## src/include/sfcl_pkg.sv

```systemverilog
// package for the serial front-end configuration loader
// assumes both ends and the bench import it whole
package sfcl_pkg;
  // ==========================================================================
  // word layout
  localparam int WORD_W        = 7;
  localparam int IMP_LSB       = 0;
  localparam int IMP_W         = 2;
  localparam int FEEDBACK_BIT  = 2;
  localparam int HIGH_GAIN_BIT = 3;
  localparam int FILT_LSB      = 4;
  localparam int FILT_W        = 2;
  localparam int SPARE_BIT     = 6;
  // ==========================================================================
  // decoded settings
  typedef enum logic [2:0] {
    SFCL_Z_50, SFCL_Z_100, SFCL_Z_200, SFCL_Z_400,
    SFCL_Z_1000, SFCL_Z_2000, SFCL_Z_OPEN
  } sfcl_imp_e;
  typedef enum logic [1:0] {
    SFCL_FC_9MHZ, SFCL_FC_10MHZ, SFCL_FC_15MHZ, SFCL_FC_18MHZ
  } sfcl_filt_e;
  typedef enum logic [1:0] {
    SFCL_PWR_NORMAL, SFCL_PWR_STANDBY, SFCL_PWR_DOWN
  } sfcl_pwr_e;
  // ==========================================================================
  // host side: register offsets and divider
  localparam logic [1:0] REG_WORD   = 2'h0;
  localparam logic [1:0] REG_CTRL   = 2'h1;
  localparam logic [1:0] REG_STATUS = 2'h2;
  localparam int CTRL_GO_BIT    = 0;
  localparam int CTRL_PD_BIT    = 1;
  localparam int CTRL_SB_BIT    = 2;
  localparam int LINK_DIV_HALF  = 5;
  localparam int GUARD_HALVES   = 2;
endpackage

```

## src/include/sfcl_if.sv

```systemverilog
// interface carrying the serial programming link and mode pins
// assumes the host drives every signal except the serial data out
`timescale 1ns/10ps
interface sfcl_if;
  logic sclk;
  logic sdin;
  logic sel_n;
  logic sdout;
  logic power_down_pin;
  logic standby_pin;
  modport device (input sclk, sdin, sel_n, power_down_pin, standby_pin,
                  output sdout);
  modport host (output sclk, sdin, sel_n, power_down_pin, standby_pin,
                input sdout);
endinterface

```

## src/logic/sfcl_host.sv

```systemverilog
// host end: register port, link clock divider and word shifter
// assumes software uses the plain strobe port on clk_in
`timescale 1ns/10ps
module sfcl_host
  import sfcl_pkg::*;
#(
  parameter int DIV_HALF = LINK_DIV_HALF
)(
  input  wire logic              clk_in,
  input  wire logic              reset_n_in,
  input  wire logic [1:0]        addr_in,
  input  wire logic [7:0]        wdata_in,
  input  wire logic              wr_in,
  input  wire logic              rd_in,
  output logic      [7:0]        rdata_out,
  sfcl_if.host                   link
);
  initial if (DIV_HALF < 1 || DIV_HALF > 256) $error("DIV_HALF out of range");

  typedef enum {ST_IDLE, ST_SEL, ST_SHIFT, ST_GUARD} sfcl_hst_e;
  sfcl_hst_e         st_r;
  logic [WORD_W-1:0] word_r, shreg_r;
  logic              pd_r, sb_r, busy_r, sclk_r, sdin_r, sel_n_r;
  logic [7:0]        div_r;
  logic [3:0]        half_r;
  logic [1:0]        sdo_sync_r;
  logic              tick;

  assign tick = (div_r == 8'(DIV_HALF - 1));
  // ==========================================================================
  // divider
  always_ff @(posedge clk_in or negedge reset_n_in) begin
    if (!reset_n_in) div_r <= 8'h00;
    else if (tick || st_r == ST_IDLE) div_r <= 8'h00;
    else div_r <= div_r + 8'h01;
  end
  // ==========================================================================
  // registers
  always_ff @(posedge clk_in or negedge reset_n_in) begin
    if (!reset_n_in) begin
      word_r <= '0;
      pd_r   <= 1'b0;
      sb_r   <= 1'b0;
    end else if (wr_in && addr_in == REG_WORD) begin
      word_r <= wdata_in[WORD_W-1:0];
    end else if (wr_in && addr_in == REG_CTRL) begin
      pd_r <= wdata_in[CTRL_PD_BIT];
      sb_r <= wdata_in[CTRL_SB_BIT];
    end
  end
  always_ff @(posedge clk_in or negedge reset_n_in) begin
    if (!reset_n_in) sdo_sync_r <= 2'h0;
    else sdo_sync_r <= {sdo_sync_r[0], link.sdout};
  end
  always_ff @(posedge clk_in or negedge reset_n_in) begin
    if (!reset_n_in) rdata_out <= 8'h00;
    else if (rd_in) begin
      case (addr_in)
        REG_WORD:   rdata_out <= {1'b0, word_r};
        REG_CTRL:   rdata_out <= {5'h00, sb_r, pd_r, 1'b0};
        REG_STATUS: rdata_out <= {6'h00, sdo_sync_r[1], busy_r};
        default:    rdata_out <= 8'h00;
      endcase
    end else rdata_out <= 8'h00;
  end
  // ==========================================================================
  // shifter: select low, seven clocks, select high
  always_ff @(posedge clk_in or negedge reset_n_in) begin
    if (!reset_n_in) begin
      st_r <= ST_IDLE; sclk_r <= 1'b0; sdin_r <= 1'b0; sel_n_r <= 1'b1;
      half_r <= 4'h0; shreg_r <= '0; busy_r <= 1'b0;
    end else begin
      case (st_r)
        ST_IDLE: if (wr_in && addr_in == REG_CTRL && wdata_in[CTRL_GO_BIT]) begin
          busy_r <= 1'b1; shreg_r <= word_r; st_r <= ST_SEL;
          sel_n_r <= 1'b0;
        end
        ST_SEL: if (tick) begin
          sdin_r  <= shreg_r[0];
          shreg_r <= shreg_r >> 1;
          half_r  <= 4'h0;
          st_r    <= ST_SHIFT;
        end
        ST_SHIFT: if (tick) begin
          sclk_r <= ~sclk_r;
          half_r <= half_r + 4'h1;
          if (sclk_r) begin
            sdin_r  <= shreg_r[0];
            shreg_r <= shreg_r >> 1;
          end
          if (half_r == 4'(2*WORD_W - 1)) begin
            st_r <= ST_GUARD;
            half_r <= 4'h0;
          end
        end
        ST_GUARD: if (tick) begin
          half_r <= half_r + 4'h1;
          if (half_r == 4'(GUARD_HALVES - 1)) begin
            sel_n_r <= 1'b1;
            busy_r  <= 1'b0;
            st_r    <= ST_IDLE;
          end
        end
        default: st_r <= ST_IDLE;
      endcase
    end
  end
  assign link.sclk           = sclk_r;
  assign link.sdin           = sdin_r;
  assign link.sel_n          = sel_n_r;
  assign link.power_down_pin = pd_r;
  assign link.standby_pin    = sb_r;
endmodule // sfcl_host

```

## src/flat_wrapper.sv

```systemverilog
// flat-port wrapper written by rule: the top's interface ports become plain ports
module sfcl_host_flat import sfcl_pkg::*;
#(
  parameter int DIV_HALF = LINK_DIV_HALF
)
  (clk_in, reset_n_in, addr_in, wdata_in, wr_in, rd_in, rdata_out, link_sclk, link_sdin, link_sel_n, link_power_down_pin, link_standby_pin, link_sdout);
  sfcl_if link_i ();
  input  wire logic clk_in;
  input  wire logic reset_n_in;
  input  wire logic [1:0] addr_in;
  input  wire logic [7:0] wdata_in;
  input  wire logic wr_in;
  input  wire logic rd_in;
  output logic      [7:0] rdata_out;
  output wire logic [$bits(link_i.sclk)-1:0] link_sclk;
  output wire logic [$bits(link_i.sdin)-1:0] link_sdin;
  output wire logic [$bits(link_i.sel_n)-1:0] link_sel_n;
  output wire logic [$bits(link_i.power_down_pin)-1:0] link_power_down_pin;
  output wire logic [$bits(link_i.standby_pin)-1:0] link_standby_pin;
  input wire logic [$bits(link_i.sdout)-1:0] link_sdout;
  assign link_sclk = link_i.sclk;
  assign link_sdin = link_i.sdin;
  assign link_sel_n = link_i.sel_n;
  assign link_power_down_pin = link_i.power_down_pin;
  assign link_standby_pin = link_i.standby_pin;
  assign link_i.sdout = link_sdout;
  sfcl_host #(.DIV_HALF(DIV_HALF)) u_core (.clk_in(clk_in), .reset_n_in(reset_n_in), .addr_in(addr_in), .wdata_in(wdata_in), .wr_in(wr_in), .rd_in(rd_in), .rdata_out(rdata_out), .link(link_i));
endmodule
```

## config.mk

```make
export PLATFORM = sky130hd
export DESIGN_NAME = sfcl_host_flat
export DESIGN_NICKNAME = d
export VERILOG_FILES = /design/src/include/sfcl_pkg.sv /design/src/include/sfcl_if.sv /design/src/logic/sfcl_host.sv /design/src/flat_wrapper.sv
export SDC_FILE = /design/constraint.sdc
export NUM_CORES = 1
export LEC_CHECK = 0
export BUFFER_PORTS_ARGS = -buffer_cell sky130_fd_sc_hd__buf_2
export CAP_MARGIN = 0
export CORE_ASPECT_RATIO = 2
export CORE_UTILIZATION = 56
export CTS_CLUSTER_SIZE = 28
export DETAILED_ROUTE_END_ITERATION = 6
export HOLD_SLACK_MARGIN = 0.02
export PLACE_DENSITY = 0.77
export SLEW_MARGIN = 20
export SYNTH_ARGS = -nofsm -noshare
export SYNTH_HDL_FRONTEND = slang
export SYNTH_SLANG_ARGS = --single-unit
```

## constraint.sdc

```tcl
create_clock -name clk_in -period 2.2 [get_ports clk_in]
set_clock_uncertainty 0.05 [all_clocks]
set_input_delay 0.11 -clock clk_in [delete_from_list [all_inputs] [get_ports clk_in]]
set_output_delay 0.11 -clock clk_in [all_outputs]
set_load 0.02 [all_outputs]
```

==> results.ini <==
[clocking]
cts_tree = yes
cts_buffer_depth = 2
cts.htree.levels = 2
cts_sinks = 43
clk_latency_ns = 0.30
clockRootBuffer = clkbuf_8
cts_made_buffers = 5
clkTransAtPathRegs_ns = 0.08

[worst_setup_path]
cp.required_ns = 2.39
r2r-start = u_core.div_r[0]
reg2reg_depth = 6
end_kind = register
reg2reg_to = u_core.half_r[0]
ff2ff_setup_slack_ns = 0.19
cp.arrival_ns = 2.19
crit_type = register to register
path_max_fanout = 4
crit_path_start_kind = register

[drt]
dr.pass1.iters = 4
wirelength_microns = 3920
drt_iter0_markers = 37
drt.antenna.violating_nets = 0
vias = 1386
drcViolationCount = 0
vias_per_cell = 5.39
wl_per_cell_microns = 15.3

[die]
die-area_sq_mm = 0.00395
chipWidth_microns = 45.0
die_h_microns = 87.9
row_count = 30
ioPinCount = 28
initial_core_util_pct = 59.9
coreArea_sq_mm = 0.00345

[job]
maxCapViolCount = 0

[power]
vdd_drop_max_mv = 0.515
pwr-share-clk_pct = 33.1
seq_power_share_pct = 58.0
internal_power_w = 0.00112
switching_power_w = 0.000356
pwr_density_cell_mw_per_mm2 = 610
p_comb_share_pct = 8.9
switching_share_pct = 24.2
power_leakage_nw = 1.17

[global_route]
grt_pass1_wl_microns = 6400
grt_remaining_overflow = 0
grt_pass1_vias = 1546
grt_max_degree = 44
grt_use_total_pct = 22.4
antenna_found_initial = 0

[final_layout]
final_core_util_pct = 70.0
diodes = 0
drive_gt1_share_pct = 31.1
area_growth_pct = 16.9
fin_nets = 231
fin_area_sq_mm = 0.00242

[timing]
fin_crit_ns = 2.01
layout_setup_ws_ns = 0.193
maxSlewViolCount = 0
setup_viol = 0
fmax_mhz = 498
rsz0062_at_grt = false
hold_violations = 0
finalCritPeriodShare_pct = 91.2
maxSlewHeadroom_pct = 37.0
fin_setup_tns_ns = 0
tightest_slew_ns = 0.945

[placement]
gp_congestion = 0.750
portBuffers = 25
hpwl_microns = 2920
placed_cell_area_sq_mm = 0.00223
dp_slack_ns = 0.194

[yosys]
syn_inst = 170
syn-num-nets = 193
synth_edf_count = 0
synth_warnings = 0
synthArstFlopShare_pct = 100
syn_avg_cell_area_sq_um = 12.2
synthFlopType = dfrtp_1
ys_ff_latch = 43
ys_seq_area_share_pct = 52.1
syn_area_sq_mm = 0.00207
ys_types = 44

[worst_hold_path]
hold_class = primary input to register
worstHoldStart = addr_in[0]
hold_end = u_core.rdata_out[0]
hold_depth = 2

[status]
status = finished clean

registers in the layout, summed over array words and instances, names as in the netlist, 2 cells and up:
| name | count |
|---|---|
| u_core.shreg_r | 7 |
| u_core.half_r | 4 |
| u_core.sdo_sync_r | 2 |
| u_core.word_r | 7 |
| u_core.div_r | 8 |
| u_core.st_r | 2 |
| u_core.rdata_out | 7 |
timing repair:
action                    4_1_cts  5_1_grt
resized for setup               0        0
hold endpoints to repair       52        0
hold buffers                   10        0
buffers inserted                0        0
placed cells by master (no fill, tap or decap), drive strengths merged, types with 2 or more instances in the layout:
| master | netlist | layout |
|---|---|---|
| a22o | 2 | 2 |
| a31oi | 2 | 2 |
| and2 | 5 | 5 |
| and3 | 3 | 3 |
| buf | 4 | 25 |
| clkbuf | 0 | 6 |
| dfrtp | 42 | 42 |
| dlygate4sd3 | 0 | 10 |
| ha | 8 | 8 |
| inv | 10 | 10 |
| mux2 | 26 | 26 |
| mux2i | 4 | 4 |
| nand2 | 7 | 7 |
| nand3 | 3 | 3 |
| nand3b | 2 | 2 |
| nor2 | 14 | 14 |
| nor2b | 3 | 3 |
| nor3 | 2 | 2 |
| nor3b | 3 | 3 |
| o211ai | 2 | 2 |
| o21ai | 4 | 4 |
| or3 | 2 | 2 |
| xnor2 | 5 | 5 |
| xor2 | 2 | 2 |
power by group through the flow:
stage / Sequential, W / Combinational [W] / Clock (W)
3_5_place_dp: 0.000872 / 0.000120 / 0
4_1_cts: 0.000856 / 0.000134 / 0.000493
2_1_floorplan: 0.000882 / 0.0000528 / 0
6_report: 0.000855 / 0.000132 / 0.000487
3_3_place_gp: 0.000869 / 0.000116 / 0
5_1_grt: 0.000860 / 0.000144 / 0.000524
kinds of logic after synthesis:
| family | Yosys count | share of synthesized area (%) |
|---|---|---|
| xor+xnor | 7 | 2.96 |
| mux | 30 | 16.1 |
| flops | 43 | 52.1 |
| compound gates | 19 | 8.11 |
| simple gates | 48 | 12.9 |
| buf+inv | 14 | 2.84 |
| other cells | 1 | 0.181 |
| fa+ha+maj | 8 | 4.84 |
worst max path at each step:
stage	from	end	depth (start not counted)
final	u_core.div_r[0]	u_core.half_r[0]	6
after global routing	u_core.div_r[0]	u_core.half_r[0]	6
after CTS	u_core.div_r[0]	u_core.half_r[0]	6
after detailed placement	u_core.div_r[0]	u_core.half_r[0]	6
after global placement	u_core.div_r[0]	u_core.half_r[0]	6
after floorplan	u_core.st_r[0]	u_core.half_r[1]	7
metal layers:
metal	track usage [%]	vias up	wire [microns]	share of wire, %
li1	-	665	-	-
met1	21.3	695	1390	36
met2	43.1	21	2380	61
met3	4.12	5	73	1.9
met4	9.92	0	76	1.9
met5	0	-	0	0
Yosys cell counts, types with 2 or more instances:
| library cell | count | area, sq um |
|---|---|---|
| nor2b_1 | 3 | 18.8 |
| inv_1 | 10 | 37.5 |
| mux2_2 | 25 | 282 |
| a31oi_1 | 2 | 12.5 |
| nor2_1 | 14 | 52.6 |
| and2_1 | 5 | 31.3 |
| nor3b_1 | 2 | 15.0 |
| nand3b_1 | 2 | 15.0 |
| dfrtp_1 | 42 | 1050 |
| o211ai_1 | 2 | 15.0 |
| xnor2_1 | 5 | 43.8 |
| a22o_1 | 2 | 17.5 |
| mux2i_1 | 4 | 40.0 |
| buf_2 | 2 | 10.0 |
| ha_1 | 8 | 100 |
| nand2_1 | 7 | 26.3 |
| and3_1 | 3 | 18.8 |
| nor3_1 | 2 | 10.0 |
| o21ai_0 | 2 | 10.0 |
| xor2_1 | 2 | 17.5 |
| nand3_1 | 3 | 15.0 |
critical path: stages (launching register included):
cell and delay, ns:
dfrtp_1 0.42, inv_1 0.07, ha_1 0.16, nor4bb_1 0.41, nand2_1 0.19, a211oi_1 0.42
mux2_2 0.23
stage by stage:
step | power, W | std cells | hold WS [ns]
floorplan | 0.000935 | 170 | -0.236
global placement | 0.000986 | 239 | 0.170
detailed placement | 0.000992 | 239 | 0.170
CTS | 0.00148 | 257 | 0.0244
global route | 0.00153 | 257 | 0.0410
finish | 0.00147 | 257 | 0.0283
area by class of cell:
type                            count  area, sq um
Sequential cell                    43         1080
Timing Repair Buffer               35          225
Clock buffer                        6         72.6
Inverter                           10         37.5
Fill cell                         277         1040
Multi-Input combinational cell    113          932
Clock inverter                      2         12.5
Tap cell                           48         60.1
(Power assumes the default switching activity.)
